File: config.mk
export PLATFORM = sky130hd
export DESIGN_NAME = acc_control
export DESIGN_NICKNAME = d
export VERILOG_FILES = /design/src/acc_pkg.sv /design/src/acc_control.sv /design/src/acc_compare.sv
export VERILOG_INCLUDE_DIRS = /design/src
export SDC_FILE = /design/constraint.sdc
export NUM_CORES = 1
export LEC_CHECK = 0
export BUFFER_PORTS_ARGS = -buffer_cell sky130_fd_sc_hd__buf_4
export CAP_MARGIN = 20
export CORE_MARGIN = 4
export CORE_UTILIZATION = 55
export DETAILED_ROUTE_END_ITERATION = 16
export HOLD_SLACK_MARGIN = 0.15
export PLACE_DENSITY_LB_ADDON = 0.1
export SLEW_MARGIN = 30
export SYNTH_ARGS = -nofsm -noshare
export SYNTH_HDL_FRONTEND = slang
export SYNTH_SLANG_ARGS = --single-unit
File: constraint.sdc
create_clock -name ref_clk -period 10.4 [get_ports ref_clk]
set_clock_uncertainty 0.05 [all_clocks]
set_input_delay 0.52 -clock ref_clk [delete_from_list [all_inputs] [get_ports ref_clk]]
set_output_delay 0.52 -clock ref_clk [all_outputs]
set_load 0.02 [all_outputs]
File: src/acc_params.svh
`ifndef ACC_PARAMS_SVH
`define ACC_PARAMS_SVH

// Register byte offsets
`define ACC_OFS_CMP_CTRL 8'h00
`define ACC_OFS_CAL_CTRL 8'h04
`define ACC_OFS_CV1 8'h08
`define ACC_OFS_CV2 8'h0c
`define ACC_OFS_CONV 8'h10
`define ACC_OFS_RESULT 8'h14
`define ACC_OFS_CAL_PLUS 8'h18
`define ACC_OFS_CAL_MINUS 8'h1c

// compare_dma_reference_control fields
`define ACC_B_ACTIVE 7
`define ACC_B_HWTRIG 6
`define ACC_B_CMPEN 5
`define ACC_B_GT 4
`define ACC_B_RANGE 3
`define ACC_B_DMA_REQUEST_ENABLE 2
`define ACC_B_REF_HI 1
`define ACC_B_REF_LO 0

// calibration_continuous_control fields
`define ACC_B_CAL 7
`define ACC_B_CALIBRATION_FAILED_FLAG 6
`define ACC_B_CONT 3
`define ACC_B_HARDWARE_AVERAGE_ENABLE 2
`define ACC_B_AVGS_HI 1
`define ACC_B_AVGS_LO 0

// Conversion command register fields
`define ACC_B_START 0
`define ACC_B_ABORT 1

// Reference select codes
`define ACC_REF_DEFAULT 2'h0
`define ACC_REF_ALT 2'h1

// Reset values
`define ACC_RST_REF 2'h0
`define ACC_RST_AVGS 2'h0
`define ACC_RST_CV 16'h0000

// Bus response codes
`define ACC_RESP_OKAY 2'h0
`define ACC_RESP_SLVERR 2'h2

`endif

File: src/acc_pkg.sv
package acc_pkg;

  typedef enum logic [1:0] {
    ACC_IDLE = 2'b00,
    ACC_CONV = 2'b01,
    ACC_CAL = 2'b10
  } acc_state_t;

  typedef struct packed {
    logic enable;
    logic greater;
    logic range;
  } acc_cmp_cfg_t;

  typedef struct packed {
    logic start;
    logic abort;
    logic calReq;
  } acc_core_req_t;

endpackage

File: src/acc_control.sv
// The address map and register access over AXI4-Lite were chosen for this implementation.
`timescale 1ns/1ps
`include "acc_params.svh"

module acc_control (
  input wire logic ref_clk,
  input wire logic sys_rst,
  input wire logic [7:0] s_axi_awaddr,
  input wire logic s_axi_awvalid,
  output logic s_axi_awready,
  input wire logic [31:0] s_axi_wdata,
  input wire logic [3:0] s_axi_wstrb,
  input wire logic s_axi_wvalid,
  output logic s_axi_wready,
  output logic [1:0] s_axi_bresp,
  output logic s_axi_bvalid,
  input wire logic s_axi_bready,
  input wire logic [7:0] s_axi_araddr,
  input wire logic s_axi_arvalid,
  output logic s_axi_arready,
  output logic [31:0] s_axi_rdata,
  output logic [1:0] s_axi_rresp,
  output logic s_axi_rvalid,
  input wire logic s_axi_rready,
  input wire logic hwTrigger,
  input wire logic stopMode,
  output acc_pkg::acc_core_req_t coreReq,
  input wire logic coreDone,
  input wire logic [15:0] coreResult,
  input wire logic [15:0] coreCalPlus,
  input wire logic [15:0] coreCalMinus,
  output logic [1:0] referenceSelect,
  output logic hardwareAverageEnable,
  output logic [1:0] averageSelect,
  output logic dmaRequest
);

  acc_pkg::acc_state_t state_ff;
  acc_pkg::acc_core_req_t coreReq_ff;
  acc_pkg::acc_cmp_cfg_t cmpCfg;
  logic awReady_ff, wReady_ff, awHave_ff, wHave_ff, bValid_ff;
  logic [1:0] bResp_ff, rResp_ff;
  logic arReady_ff, rValid_ff;
  logic [31:0] rData_ff, rdMux;
  logic [7:0] awAddr_ff;
  logic [31:0] wData_ff;
  logic [3:0] wStrb_ff;
  logic hwTrigSel_ff, cmpEn_ff, gtSel_ff, rangeEn_ff, dma_request_enable_ff;
  logic [1:0] reference_select_ff, avgSel_ff;
  logic calFail_ff, contEn_ff, avgEn_ff;
  logic [15:0] cv1_ff, cv2_ff, result_ff, calPlus_ff, calMinus_ff;
  logic complete_ff, dmaReq_ff;
  logic [1:0] trigSync_ff, stopSync_ff;
  logic trigPrev_ff;
  logic wrEn, wrLow, wrHigh, rdEn, rdMapped, wrMapped, resultRead;
  logic calStart, swStart, hwStart, abortCmd, doneConv, calDone, calFailSet, calFailClr;
  logic match;

  assign cmpCfg = '{enable: cmpEn_ff, greater: gtSel_ff, range: rangeEn_ff};

  acc_compare u_compare (
    .result(coreResult),
    .cv1(cv1_ff),
    .cv2(cv2_ff),
    .cfg(cmpCfg),
    .match(match)
  );

  // Pin synchronisers
  always_ff @(posedge ref_clk or posedge sys_rst) begin
    if (sys_rst) begin
      trigSync_ff <= 2'h0;
      stopSync_ff <= 2'h0;
      trigPrev_ff <= 1'b0;
    end else begin
      trigSync_ff <= {trigSync_ff[0], hwTrigger};
      stopSync_ff <= {stopSync_ff[0], stopMode};
      trigPrev_ff <= trigSync_ff[1];
    end
  end

  // Write channel
  assign wrEn = awHave_ff && wHave_ff && !bValid_ff;
  assign wrLow = wrEn && wStrb_ff[0];
  assign wrHigh = wrEn && wStrb_ff[1];
  assign wrMapped = (awAddr_ff[7:5] == 3'h0) && (awAddr_ff[1:0] == 2'h0);

  always_ff @(posedge ref_clk or posedge sys_rst) begin
    if (sys_rst) begin
      awReady_ff <= 1'b0;
      wReady_ff <= 1'b0;
      awHave_ff <= 1'b0;
      wHave_ff <= 1'b0;
      bValid_ff <= 1'b0;
      bResp_ff <= `ACC_RESP_OKAY;
      awAddr_ff <= 8'h00;
      wData_ff <= 32'h0;
      wStrb_ff <= 4'h0;
    end else begin
      awReady_ff <= s_axi_awvalid && !awReady_ff && !awHave_ff && !bValid_ff;
      wReady_ff <= s_axi_wvalid && !wReady_ff && !wHave_ff && !bValid_ff;
      if (s_axi_awvalid && awReady_ff) begin
        awHave_ff <= 1'b1;
        awAddr_ff <= s_axi_awaddr;
      end
      if (s_axi_wvalid && wReady_ff) begin
        wHave_ff <= 1'b1;
        wData_ff <= s_axi_wdata;
        wStrb_ff <= s_axi_wstrb;
      end
      if (wrEn) begin
        awHave_ff <= 1'b0;
        wHave_ff <= 1'b0;
        bValid_ff <= 1'b1;
        bResp_ff <= wrMapped ? `ACC_RESP_OKAY : `ACC_RESP_SLVERR;
      end else if (bValid_ff && s_axi_bready) begin
        bValid_ff <= 1'b0;
      end
    end
  end

  // Read channel
  assign rdEn = s_axi_arvalid && arReady_ff;
  assign rdMapped = (s_axi_araddr[7:5] == 3'h0) && (s_axi_araddr[1:0] == 2'h0);
  assign resultRead = rdEn && (s_axi_araddr == `ACC_OFS_RESULT);

  always_comb begin
    rdMux = 32'h0;
    unique case (s_axi_araddr)
      `ACC_OFS_CMP_CTRL: begin
        rdMux[`ACC_B_ACTIVE] = (state_ff == acc_pkg::ACC_CONV);
        rdMux[`ACC_B_HWTRIG] = hwTrigSel_ff;
        rdMux[`ACC_B_CMPEN] = cmpEn_ff;
        rdMux[`ACC_B_GT] = gtSel_ff;
        rdMux[`ACC_B_RANGE] = rangeEn_ff;
        rdMux[`ACC_B_DMA_REQUEST_ENABLE] = dma_request_enable_ff;
        rdMux[`ACC_B_REF_HI:`ACC_B_REF_LO] = reference_select_ff;
      end
      `ACC_OFS_CAL_CTRL: begin
        // Bits 31:8 and 5:4 stay at zero
        rdMux[`ACC_B_CAL] = (state_ff == acc_pkg::ACC_CAL);
        rdMux[`ACC_B_CALIBRATION_FAILED_FLAG] = calFail_ff;
        rdMux[`ACC_B_CONT] = contEn_ff;
        rdMux[`ACC_B_HARDWARE_AVERAGE_ENABLE] = avgEn_ff;
        rdMux[`ACC_B_AVGS_HI:`ACC_B_AVGS_LO] = avgSel_ff;
      end
      `ACC_OFS_CV1: rdMux[15:0] = cv1_ff;
      `ACC_OFS_CV2: rdMux[15:0] = cv2_ff;
      `ACC_OFS_CONV: rdMux[`ACC_B_START] = complete_ff;
      `ACC_OFS_RESULT: rdMux[15:0] = result_ff;
      `ACC_OFS_CAL_PLUS: rdMux[15:0] = calPlus_ff;
      `ACC_OFS_CAL_MINUS: rdMux[15:0] = calMinus_ff;
      default: rdMux = 32'h0;
    endcase
  end

  always_ff @(posedge ref_clk or posedge sys_rst) begin
    if (sys_rst) begin
      arReady_ff <= 1'b0;
      rValid_ff <= 1'b0;
      rData_ff <= 32'h0;
      rResp_ff <= `ACC_RESP_OKAY;
    end else begin
      arReady_ff <= s_axi_arvalid && !arReady_ff && !rValid_ff;
      if (rdEn) begin
        rValid_ff <= 1'b1;
        rData_ff <= rdMux;
        rResp_ff <= rdMapped ? `ACC_RESP_OKAY : `ACC_RESP_SLVERR;
      end else if (rValid_ff && s_axi_rready) begin
        rValid_ff <= 1'b0;
      end
    end
  end

  // Control register writes
  always_ff @(posedge ref_clk or posedge sys_rst) begin
    if (sys_rst) begin
      hwTrigSel_ff <= 1'b0;
      cmpEn_ff <= 1'b0;
      gtSel_ff <= 1'b0;
      rangeEn_ff <= 1'b0;
      dma_request_enable_ff <= 1'b0;
      reference_select_ff <= `ACC_RST_REF;
      contEn_ff <= 1'b0;
      avgEn_ff <= 1'b0;
      avgSel_ff <= `ACC_RST_AVGS;
      cv1_ff <= `ACC_RST_CV;
      cv2_ff <= `ACC_RST_CV;
    end else begin
      if (wrLow && awAddr_ff == `ACC_OFS_CMP_CTRL) begin
        hwTrigSel_ff <= wData_ff[`ACC_B_HWTRIG];
        cmpEn_ff <= wData_ff[`ACC_B_CMPEN];
        gtSel_ff <= wData_ff[`ACC_B_GT];
        rangeEn_ff <= wData_ff[`ACC_B_RANGE];
        dma_request_enable_ff <= wData_ff[`ACC_B_DMA_REQUEST_ENABLE];
        // Reserved codes leave the previous selection in place
        if (wData_ff[`ACC_B_REF_HI:`ACC_B_REF_LO] == `ACC_REF_DEFAULT ||
            wData_ff[`ACC_B_REF_HI:`ACC_B_REF_LO] == `ACC_REF_ALT) begin
          reference_select_ff <= wData_ff[`ACC_B_REF_HI:`ACC_B_REF_LO];
        end
      end
      if (wrLow && awAddr_ff == `ACC_OFS_CAL_CTRL) begin
        contEn_ff <= wData_ff[`ACC_B_CONT];
        avgEn_ff <= wData_ff[`ACC_B_HARDWARE_AVERAGE_ENABLE];
        avgSel_ff <= wData_ff[`ACC_B_AVGS_HI:`ACC_B_AVGS_LO];
      end
      if (awAddr_ff == `ACC_OFS_CV1) begin
        if (wrLow) cv1_ff[7:0] <= wData_ff[7:0];
        if (wrHigh) cv1_ff[15:8] <= wData_ff[15:8];
      end
      if (awAddr_ff == `ACC_OFS_CV2) begin
        if (wrLow) cv2_ff[7:0] <= wData_ff[7:0];
        if (wrHigh) cv2_ff[15:8] <= wData_ff[15:8];
      end
    end
  end

  // Sequencing events
  assign calStart = wrLow && awAddr_ff == `ACC_OFS_CAL_CTRL && wData_ff[`ACC_B_CAL] &&
                    state_ff != acc_pkg::ACC_CAL;
  assign swStart = wrLow && awAddr_ff == `ACC_OFS_CONV && wData_ff[`ACC_B_START] && !hwTrigSel_ff;
  assign hwStart = hwTrigSel_ff && trigSync_ff[1] && !trigPrev_ff;
  assign abortCmd = wrLow && awAddr_ff == `ACC_OFS_CONV && wData_ff[`ACC_B_ABORT];
  assign doneConv = coreDone && state_ff == acc_pkg::ACC_CONV && !calStart && !abortCmd;
  assign calDone = coreDone && state_ff == acc_pkg::ACC_CAL;
  assign calFailSet = state_ff == acc_pkg::ACC_CAL &&
                      (hwTrigSel_ff || wrEn || stopSync_ff[1]);
  assign calFailClr = wrLow && awAddr_ff == `ACC_OFS_CAL_CTRL && wData_ff[`ACC_B_CALIBRATION_FAILED_FLAG];

  always_ff @(posedge ref_clk or posedge sys_rst) begin
    if (sys_rst) begin
      state_ff <= acc_pkg::ACC_IDLE;
      coreReq_ff <= '0;
    end else begin
      coreReq_ff <= '0;
      unique case (state_ff)
        acc_pkg::ACC_IDLE: begin
          if (calStart) begin
            coreReq_ff.calReq <= 1'b1;
            state_ff <= acc_pkg::ACC_CAL;
          end else if (swStart || hwStart) begin
            coreReq_ff.start <= 1'b1;
            state_ff <= acc_pkg::ACC_CONV;
          end
        end
        acc_pkg::ACC_CONV: begin
          if (calStart) begin
            coreReq_ff.abort <= 1'b1;
            coreReq_ff.calReq <= 1'b1;
            state_ff <= acc_pkg::ACC_CAL;
          end else if (abortCmd) begin
            coreReq_ff.abort <= 1'b1;
            state_ff <= acc_pkg::ACC_IDLE;
          end else if (doneConv) begin
            if (contEn_ff) begin
              coreReq_ff.start <= 1'b1;
            end else begin
              state_ff <= acc_pkg::ACC_IDLE;
            end
          end
        end
        acc_pkg::ACC_CAL: begin
          if (calDone) state_ff <= acc_pkg::ACC_IDLE;
        end
        default: state_ff <= acc_pkg::ACC_IDLE;
      endcase
    end
  end

  // Calibration flag and values
  always_ff @(posedge ref_clk or posedge sys_rst) begin
    if (sys_rst) begin
      calFail_ff <= 1'b0;
      calPlus_ff <= 16'h0000;
      calMinus_ff <= 16'h0000;
    end else begin
      if (calFailSet) calFail_ff <= 1'b1;
      else if (calFailClr) calFail_ff <= 1'b0;
      if (calDone) begin
        calPlus_ff <= coreCalPlus;
        calMinus_ff <= coreCalMinus;
      end
    end
  end

  // Result capture, complete flag and DMA request
  always_ff @(posedge ref_clk or posedge sys_rst) begin
    if (sys_rst) begin
      result_ff <= 16'h0000;
      complete_ff <= 1'b0;
      dmaReq_ff <= 1'b0;
    end else begin
      if (doneConv && match) begin
        result_ff <= coreResult;
        complete_ff <= 1'b1;
      end else if (resultRead) begin
        complete_ff <= 1'b0;
      end
      dmaReq_ff <= dma_request_enable_ff && complete_ff;
    end
  end

  assign s_axi_awready = awReady_ff;
  assign s_axi_wready = wReady_ff;
  assign s_axi_bvalid = bValid_ff;
  assign s_axi_bresp = bResp_ff;
  assign s_axi_arready = arReady_ff;
  assign s_axi_rvalid = rValid_ff;
  assign s_axi_rdata = rData_ff;
  assign s_axi_rresp = rResp_ff;
  assign coreReq = coreReq_ff;
  assign referenceSelect = reference_select_ff;
  assign hardwareAverageEnable = avgEn_ff;
  assign averageSelect = avgSel_ff;
  assign dmaRequest = dmaReq_ff;
endmodule

File: src/acc_compare.sv
`timescale 1ns/1ps
module acc_compare (
  input wire logic [15:0] result,
  input wire logic [15:0] cv1,
  input wire logic [15:0] cv2,
  input wire acc_pkg::acc_cmp_cfg_t cfg,
  output logic match
);

  logic lowFirst;

  always_comb begin
    lowFirst = (cv1 <= cv2);
    if (!cfg.enable) begin
      match = 1'b1;
    end else if (!cfg.range) begin
      match = cfg.greater ? (result >= cv1) : (result < cv1);
    end else if (!cfg.greater) begin
      // Exclusive bounds; order of the two values picks outside or inside
      match = lowFirst ? (result < cv1 || result > cv2) : (result < cv1 && result > cv2);
    end else begin
      // Inclusive bounds
      match = lowFirst ? (result >= cv1 && result <= cv2) : (result >= cv1 || result <= cv2);
    end
  end

endmodule

==> results of run 1 <==
[per-stage QoR]
step / total power, W / std cells
detailed placement: 0.00122 / 951
CTS: 0.00186 / 985
finish: 0.00185 / 985
global placement: 0.00120 / 951
floorplan: 0.00108 / 685
global route: 0.00195 / 985
[routing by layer]
layer / share of wire / routed length [µm]
met5: 0 / 0
met4: 0.012 / 227
met3: 0.060 / 1160
met2: 0.48 / 9220
met1: 0.45 / 8660
[layout make-up]
type / count / area [µm²] / area share
sequential: 155 / 3880 / 0.411
multi-input combinational: 451 / 3620 / 0.384
timing repair buffer: 127 / 958 / 0.101
clock buffer: 22 / 464 / 0.0491
tap: 180 / 225 / 0.0238
inverter: 40 / 155 / 0.0164
clock inverter: 10 / 140 / 0.0148
[final timing paths]
check,from,endpoint,slack (ns)
setup / recovery,cv2_ff[14]$_DFFE_PP0P_,result_ff[10]$_DFFE_PP0P_,6.96
hold / removal,sys_rst,wData_ff[4]$_DFFE_PP0P_,0.23
setup reg to reg,cv2_ff[14]$_DFFE_PP0P_,result_ff[10]$_DFFE_PP0P_,6.96
hold reg to reg,stopSync_ff[0]$_DFF_PP0_,stopSync_ff[1]$_DFF_PP0_,0.31
max in group asynchronous,sys_rst,cv2_ff[1]$_DFFE_PP0P_,8.79
min in group ref_clk,s_axi_bready,s_axi_bvalid$_DFFE_PP0P_,0.23
[flip-flops by register name, indices dropped and copies added (netlist names), 3 cells and up]
name / cells
calPlus_ff: 16
s_axi_rdata: 16
result_ff: 16
coreReq: 3
cv1_ff: 16
calMinus_ff: 16
wData_ff: 16
cv2_ff: 16
awAddr_ff: 8
[timing repair]
| item | 4_1_cts | 5_1_grt |
|---|---|---|
| endpoints found under the setup margin | 0 | 0 |
| hold endpoints to repair | 2 | 0 |
| hold buffers | 2 | 0 |
[power by group]
group	total (W)	internal (W)	switching [W]
Clock	0.000633	0.000390	0.000243
Sequential	0.000817	0.000718	0.0000992
Combinational	0.000396	0.000215	0.000181
Total	0.00185	0.00132	0.000523
[layout by cell type, fill, tap and decap left out, drive strengths merged, types with 2 or more instances in the layout]
cell type      n
a222oi         6
or4            2
a211oi        10
nand2         48
and3           5
and2           6
mux2         116
dlygate4sd3    2
nor3b          3
buf          125
a21boi         2
a22oi         11
a221o          3
nor2b         10
a221oi         2
a22o           6
clkinvlp       3
mux2i         12
dfrtp        155
nor4           2
bufinv         3
clkinv         3
o21ai         32
a21oi         24
conb          18
nand3         14
a21o           4
o22ai          6
nor3           4
o31a           2
nor4b          3
nand2b         4
nand4          9
inv           41
ha            48
nor2          28
clkbuf        22
[logic make-up after synthesis]
family	count (synthesis)	share of synthesized area
and+or+nand+nor	141	0.0897
buffers and inverters	79	0.0496
adders and majority gates	48	0.0769
AOI/OAI and AO/OA	116	0.100
other	1	0.000480
DFF	155	0.496
muxes	128	0.187
==> out/qor.csv, run 1 <==
metric,value,unit
power_leakage,4.55,nW
h-tree-depth,4,
vias,5703,
ys_dominant_reg_cell,dfrtp_1,
vias_per_cell,5.79,
max_freq,290,MHz
synthTopCellsByCount,"dfrtp_1, mux2_2, ha_1, nand2_1, inv_1",
critical_path_class,reg -> reg,
clkTransAtPathRegs,0.06,ns
drt-initial-drc-count,475,
final-max-slew-violation-count,0,
ys_seq_elements,155,
critical_path_arrival,3.70,ns
powerDensity,195,nW/µm²
nNetsFinal,950,
grt_pass1_vias,5813,
detail-route-antenna-nets,0,
synth_most_common_cell,dfrtp_1,
drive_above_1_share,0.348,
yosys_warnings,0,
start_kind,flop,
port_buffers,123,
grt_use_met3,0.0581,
finalHoldViolCount,0,
cts_root_buf,clkbuf_16,
grt_util_met1,0.344,
final_util,0.680,
place_ws,6.92,ns
clk_latency,0.42,ns
ys_seq_area_frac,0.496,
cts_setup_buffers,0,
outcome,completed,
slowest_stage,a311o_2,
die_area,16200,µm²
rr_worst_depth,10,
post_cts_resized,0,
yosysTopAreaCell,dfrtp_1,
busiest_layer,met2,
holdWs,0.226,ns
cts_sinks,155,
syn_area,7810,µm²
finalCritPeriodShare,0.331,
crit_fanout,17,
finalSetupViolCount,0,
cp_cell_sequence,inv_1 -> ha_1 -> nand4_1 -> nor4_1 -> a21boi_1 -> o31a_1 -> nor2b_1 -> a211o_1 -> a311o_2 -> mux2_2,
layout_setup_ws,6.96,ns
ir_worst_vdd,0.136,mV
coreArea,13900,µm²
cp.depth,10,
area.growth.synth_to_final,20.9,%
cts_buffers,17,
synth-edff-count,0,
synth.area.top_cells,"dfrtp_1, mux2_2, ha_1, nand2_1, o21ai_0",
die_w,127,µm
hold_class,in -> async,
avgSynthCellArea,11.7,µm²
syn_inst,668,
crit_family,compound AO/OA/AOI/OAI gates,
crit_required,10.66,ns
num_rows,43,
slew_headroom,0.399,
ys_types,54,
grtUsageTotal,0.246,
cts_tree,done,
start_util,0.563,
antenna_found_initial,0,
rsz0062_at_grt,no,
fill_cells,1083,
hpwl,14600,µm
cts_buffer_depth,2,
min_period,3.44,ns
placed_cell_area,8820,µm²
grtUsageMet2,0.394,
worst_pin_slew,0.899,ns
dr.pass1.iters,5,
gp_congestion,0.828,
cap_violations,0,
grt_start_max_net_pins,97,
avgRoutedWirePerCell,19.6,µm
ios,160,
synth_top_area_frac,0.496,
antennaDiodeCount,0,
worst_path_largest_cell_delay,0.57,ns
drt-total-wl,19300,µm
path_buf_inv,1,
final_cell_area,9450,µm²
finalSetupTns,0,ns
die_h,127,µm
endpoint_kind,flop,
grt_pass1_wl,30800,µm
synthArstFlopShare,1.00,
overflow,0,
drc,0,
Note: power is estimated with default switching activity, not from simulation.
==> inputs of run 2 (changes only) <==
Settings changed: CORE_UTILIZATION 55 to 50.
Clock period 10.4 ns to 2.8 ns, I/O delays scaled along.
==> run 2 against run 1 <==
  * The run now ends with negative setup slack left
  * Register-to-register slack got worse by 7.2 ns
  * Critical path depth rose by 1
  * Via count is 8.2% higher
  * Flip-flop and latch count is the same
  * Non-clock buffer count increased by 131
  * First-iteration DRC count decreased by 22%
  * Maximum frequency is 13% higher
  * Worst hold slack gained 0.0092 ns
  * Clock power grew to 3.5 times the previous value
  * Critical endpoint is now result_ff[15]$_DFFE_PP0P_
  * Largest cell class unchanged
  * Highest routed layer unchanged
==> out/qor.csv, run 2 (synthesized netlist as in run 1, its figures left out) <==
metric,value,unit,change
grt_pass1_vias,6534,,was 5813
grt_start_max_net_pins,54,,was 97
detail-route-antenna-nets,0,,unchanged
coreArea,15300,µm²,was 13900 µm²
crit_fanout,17,,unchanged
die_area,17700,µm²,was 16200 µm²
cts_root_buf,clkbuf_16,,unchanged
min_period,3.04,ns,was 3.44 ns
hpwl,16000,µm,was 14600 µm
fill_cells,1154,,was 1083
seqCellArea,3880,µm²,about the same
worst_pin_slew,0.895,ns,was 0.899 ns
final_common_cell,buf_4,,was dfrtp_1
rr_worst_depth,11,,was 10
worst_path_largest_cell_delay,0.45,ns,was 0.57 ns
endpoint_kind,flop,,unchanged
clk_latency,0.43,ns,was 0.42 ns
critical_path_class,reg -> reg,,unchanged
hold_depth,5,,
start_kind,flop,,unchanged
clkTransAtPathRegs,0.06,ns,about the same
overflow,0,,unchanged
max_freq,329,MHz,was 290 MHz
worst_r2r_startpoint,cv1_ff[14]$_DFFE_PP0P_,,was cv2_ff[14]$_DFFE_PP0P_
cts_buffer_depth,2,,unchanged
hold_class,in -> reg,,was in -> async
drt-initial-drc-count,370,,was 475
antenna_found_initial,0,,unchanged
ff2ff_setup_slack,-0.24,ns,was 6.96 ns
avgRoutedWirePerCell,18.8,µm,was 19.6 µm
finalCritPeriodShare,1.08,,was 0.331
dr.pass1.iters,5,,unchanged
num_rows,45,,was 43
cp.depth,11,,was 10
cp-endpoint,result_ff[15]$_DFFE_PP0P_,,was result_ff[10]$_DFFE_PP0P_
cap_violations,0,,unchanged
crit_family,compound AO/OA/AOI/OAI gates,,unchanged
cts_sinks,155,,unchanged
place_ws,-0.225,ns,was 6.92 ns
layout_setup_ws,-0.237,ns,was 6.96 ns
antennaDiodeCount,0,,unchanged
ir_worst_vdd,0.671,mV,was 0.136 mV
drt-total-wl,21600,µm,was 19300 µm
gp_congestion,0.852,,was 0.828
start_util,0.512,,was 0.563
critical_path_arrival,3.29,ns,was 3.70 ns
final_cell_mix,"buf_4, dfrtp_1, mux2_2",,"was dfrtp_1, buf_4, mux2_2"
grt_pass1_wl,34400,µm,was 30800 µm
port_buffers,123,,unchanged
finalSetupViolCount,16,,was 0
die_w,133,µm,was 127 µm
cp_cell_sequence,ha_4 -> nand4_1 -> buf_4 -> nor2_2 -> a221o_1 -> o31a_1 -> nand2b_4 -> a211o_1 -> a311o_1 -> buf_12 -> mux2_4,,was inv_1 -> ha_1 -> nand4_1 -> nor4_1 -> a21boi_1 -> o31a_1 -> nor2b_1 -> a211o_1 -> a311o_2 -> mux2_2
nNetsFinal,1081,,was 950
area.growth.synth_to_final,37.6,%,was 20.9%
cts_buffers,17,,unchanged
grtUsageTotal,0.249,,was 0.246
drc,0,,unchanged
vias_per_cell,5.38,,was 5.79
crit_required,3.06,ns,was 10.66 ns
cts_setup_buffers,0,,unchanged
path_buf_inv,2,,was 1
multi_input_area,3700,µm²,was 3620 µm²
outcome,"finished, violations left",,was completed
slowest_stage,dfrtp_2,,was a311o_2
h-tree-depth,4,,unchanged
cp-startpoint,cv1_ff[14]$_DFFE_PP0P_,,was cv2_ff[14]$_DFFE_PP0P_
violations,negative setup slack,,
r2r_end,result_ff[15]$_DFFE_PP0P_,,was result_ff[10]$_DFFE_PP0P_
drive_above_1_share,0.366,,was 0.348
cts_tree,done,,unchanged
final-max-slew-violation-count,0,,unchanged
powerDensity,653,nW/µm²,was 195 nW/µm²
fin_total_pwr,0.00702,W,was 0.00185 W
finalHoldViolCount,0,,unchanged
slew_headroom,0.402,,was 0.399
die_h,133,µm,was 127 µm
power_leakage,5.16,nW,was 4.55 nW
rsz0062_at_grt,yes,,was no
ios,160,,unchanged
vias,6169,,was 5703
-- run 2: changes by cell type in the layout (fill, tap and decap cells not counted), moves of 2 or more --
cell           before  now
dlygate4sd3_1       2   84
clkinv_2            2    0
ha_4                0    5
inv_1              39   36
inv_6               2    6
inv_2               0    3
buf_4             125  171
buf_12              0    3
bufinv_16           3    0
ha_1               48   43
inv_8               0    3
clkbuf_1            3    0
-- run 2: how the worst min path moves through the flow --
| stage | startpoint | end | slack [ns] |
|---|---|---|---|
| floorplan | stopMode | stopSync_ff[0]$_DFF_PP0_ | 0.12 |
| global placement | sys_rst | cv1_ff[3]$_DFFE_PP0P_ | 0.14 |
| detailed placement | sys_rst | wData_ff[0]$_DFFE_PP0P_ | 0.14 |
| CTS | s_axi_araddr[3] | s_axi_rdata[2]$_DFFE_PP0P_ | 0.22 |
| global route | sys_rst | wData_ff[0]$_DFFE_PP0P_ | 0.27 |
| finish | s_axi_araddr[3] | s_axi_rdata[2]$_DFFE_PP0P_ | 0.23 |
-- run 2: worst reg2reg max path, delay by kind of cell (launching register included) --
kind            cells  cell delay (ns)
fa+ha+maj           1             0.27
buf+inv             2             0.32
simple gates        3             0.32
mux                 1             0.30
flops               1             0.45
compound gates      4             1.22
-- run 2: stage by stage --
stage	utilization	std cells	TNS, ns	hold WS [ns]	area, µm²
after global placement	0.608	1031	-2.68	0.143	9270
after CTS	0.701	1147	-3.25	0.221	10700
after floorplan	-	685	-0.650	0.121	7890
after detailed placement	0.608	1031	-3.36	0.144	9270
final	0.705	1147	-3.57	0.235	10800
after global routing	0.705	1147	-4.88	0.269	10800
-- run 2: repair_timing --
action / CTS / global route
endpoints found under the setup margin: 16 / 17
endpoints found under the hold margin: 243 / 0
hold buffers: 84 / 0
pin swaps: 1 / 7
gates resized for setup: 4 / 8
-- run 2: power by group --
| group | total [W] | switching, W | internal [W] |
|---|---|---|---|
| clock | 0.00222 | 0.00100 | 0.00122 |
| combinational | 0.00175 | 0.000743 | 0.00101 |
| sequential | 0.00305 | 0.000386 | 0.00266 |
| total | 0.00702 | 0.00213 | 0.00489 |
-- run 2: metal layers --
| metal | global-route usage | vias up | wire (µm) |
|---|---|---|---|
| met5 | 0 | - | 0 |
| met2 | 0.450 | 182 | 11600 |
| met4 | 0.0855 | 0 | 533 |
| met3 | 0.0513 | 40 | 974 |
| met1 | 0.294 | 3063 | 8430 |
| li1 | - | 2884 | - |
-- run 2: cell type report --
type / instances / share of cell area
Clock inverter: 13 / 0.0111
Timing Repair Buffer: 258 / 0.203
Sequential cell: 155 / 0.361
Clock buffer: 19 / 0.0421
Tap cell: 211 / 0.0246
Multi-Input combinational cell: 451 / 0.344
Inverter: 40 / 0.0143
==> inputs of run 3 (changes only) <==
Settings changed: CORE_UTILIZATION 50 to 55.
Clock period 2.8 ns to 3.18 ns, I/O delays scaled along.
==> run 3 against run 2 <==
  * The run now ends clean
  * Combinational power decreased by 13%
  * Clock power decreased by 4%
  * First-iteration DRC count increased by 8.9%
  * Cell area decreased by 1.6%
  * Critical endpoint is now result_ff[3]$_DFFE_PP0P_
  * Largest power group unchanged
  * Highest routed layer unchanged
==> out/qor.csv, run 3 (synthesized netlist as in run 1, its figures left out) <==
metric,value,unit,change
dr.pass1.iters,5,,unchanged
crit_required,3.43,ns,was 3.06 ns
cts_buffer_depth,2,,unchanged
rsz0062_at_grt,no,,was yes
cts_tree,done,,unchanged
finalSetupTns,0,ns,was -3.57 ns
min_period,3.13,ns,was 3.04 ns
drive_above_1_share,0.348,,was 0.366
cap_violations,0,,unchanged
drt-total-wl,21000,µm,was 21600 µm
sw_frac_of_total,0.281,,was 0.303
avgRoutedWirePerCell,19.2,µm,was 18.8 µm
start_util,0.563,,was 0.512
clkPwrFrac,0.338,,was 0.316
powerDensity,599,nW/µm²,was 653 nW/µm²
cts_sinks,155,,unchanged
port_buffers,123,,unchanged
critical_path_class,reg -> reg,,unchanged
hold_class,in -> reg,,unchanged
outcome,completed,,"was finished, violations left"
clkTransAtPathRegs,0.06,ns,about the same
grt_pass1_vias,6400,,was 6534
worst_pin_slew,0.884,ns,was 0.895 ns
grtUsageTotal,0.262,,was 0.249
p_sw,0.00178,W,was 0.00213 W
power_leakage,5.07,nW,was 5.16 nW
finalSetupViolCount,0,,was 16
overflow,0,,unchanged
coreArea,13900,µm²,was 15300 µm²
h-tree-depth,4,,unchanged
finalHoldViolCount,0,,unchanged
cts_root_buf,clkbuf_16,,unchanged
worst_r2r_startpoint,cv2_ff[13]$_DFFE_PP0P_,,was cv1_ff[14]$_DFFE_PP0P_
final_cells,1093,,was 1147
combPwrFrac,0.241,,was 0.250
critical_path_arrival,3.38,ns,was 3.29 ns
grt_pass1_wl,33100,µm,was 34400 µm
vias_per_cell,5.61,,was 5.38
num_rows,43,,was 45
finalCritPeriodShare,0.984,,was 1.08
nNetsFinal,1059,,was 1081
ir_worst_vdd,0.435,mV,was 0.671 mV
cp-startpoint,cv2_ff[13]$_DFFE_PP0P_,,was cv1_ff[14]$_DFFE_PP0P_
antenna_found_initial,0,,unchanged
hpwl,14900,µm,was 16000 µm
hp-start,s_axi_araddr[0],,was s_axi_araddr[3]
slew_headroom,0.409,,was 0.402
endpoint_kind,flop,,unchanged
die_area,16200,µm²,was 17700 µm²
clk_latency,0.42,ns,was 0.43 ns
gp_congestion,0.915,,was 0.852
seqPwrFrac,0.420,,was 0.434
worst_path_largest_cell_delay,0.41,ns,was 0.45 ns
drt-initial-drc-count,403,,was 370
slowest_stage,a311o_1,,was dfrtp_2
ios,160,,unchanged
antennaDiodeCount,0,,unchanged
drc,0,,unchanged
cts_buffers,17,,unchanged
start_kind,flop,,unchanged
die_w,127,µm,was 133 µm
area.growth.synth_to_final,35.4,%,was 37.6%
crit_fanout,7,,was 17
p_int,0.00455,W,was 0.00489 W
vias,6128,,was 6169
final_cell_mix,"dfrtp_1, buf_4, mux2_2",,"was buf_4, dfrtp_1, mux2_2"
die_h,127,µm,was 133 µm
final-max-slew-violation-count,0,,unchanged
max_freq,320,MHz,was 329 MHz
placed_cells,971,,was 1031
detail-route-antenna-nets,0,,unchanged
grt_start_max_net_pins,72,,was 54
cp_cell_sequence,inv_1 -> ha_1 -> nand4_1 -> buf_4 -> nor2_1 -> a221o_1 -> o31a_1 -> nor2b_2 -> a211o_1 -> a311o_1 -> buf_6 -> mux2_4,,was ha_4 -> nand4_1 -> buf_4 -> nor2_2 -> a221o_1 -> o31a_1 -> nand2b_4 -> a211o_1 -> a311o_1 -> buf_12 -> mux2_4
final_common_cell,dfrtp_1,,was buf_4
==> run 3: cell count changes in the layout (fill, tap and decap cells not counted), moves of 2 or more <==
cell	before	now
ha_1	43	45
clkinv_2	0	3
inv_8	3	0
buf_4	171	148
buf_6	0	2
bufinv_16	0	4
ha_4	5	3
inv_6	6	1
==> run 3: power groups by stage <==
stage                     sequential, W  clock, W  combinational, W
after floorplan                 0.00262         0          0.000920
after global placement          0.00266         0           0.00132
after detailed placement        0.00268         0           0.00137
after CTS                       0.00265   0.00217           0.00146
after global routing            0.00271   0.00226           0.00165
final                           0.00266   0.00214           0.00153
==> run 3: metal layers <==
layer  share of wire  GRT usage
met1            0.45      0.358
met2            0.47      0.427
met3           0.057     0.0527
met4           0.023     0.0814
met5               0          0
==> run 3: what timing repair did <==
| item | CTS | global route |
|---|---|---|
| gates resized for setup | 0 | 16 |
| endpoints found under the hold margin | 121 | 0 |
| buffers inserted | 0 | 7 |
| setup endpoints to repair | 0 | 16 |
| hold buffers | 84 | 0 |
==> run 3: worst paths after layout <==
path	slack, ns	depth (start not counted)	to
min reg2reg	0.31	0	stopSync_ff[1]$_DFF_PP0_
min in group asynchronous	0.39	3	wData_ff[4]$_DFFE_PP0P_
max reg2reg	0.05	12	result_ff[3]$_DFFE_PP0P_
max in group asynchronous	1.87	4	cv2_ff[1]$_DFFE_PP0P_
min	0.20	4	s_axi_rresp[1]$_DFFE_PP0P_
max	0.05	12	result_ff[3]$_DFFE_PP0P_
==> run 3: worst max-delay path, delay by kind of cell, from the launching register on <==
family | cells | cell delay [ns]
fa+ha+maj | 1 | 0.31
flops | 1 | 0.35
simple gates | 3 | 0.36
buf+inv | 3 | 0.38
compound gates | 4 | 1.27
mux | 1 | 0.29
==> run 3: cell type report <==
class                      instances  area (µm²)
clock buffer                      20         457
clock inverter                    11         168
fill                             910        3300
inverter                          40         154
multi-input combinational        451        3680
sequential                       155        3880
tap                              180         225
timing repair buffer             236        2010
==> run 3: through the flow <==
step	instance area, µm²	hold slack, ns	util	total power, W	setup WS, ns
global route	10600	0.211	0.762	0.00662	0.00724
CTS	10500	0.192	0.753	0.00629	0.0521
global placement	8990	0.218	0.648	0.00397	0.144
floorplan	7880	0.140	-	0.00353	0.250
finish	10600	0.199	0.762	0.00633	0.0507
detailed placement	8990	0.224	0.648	0.00406	0.0604
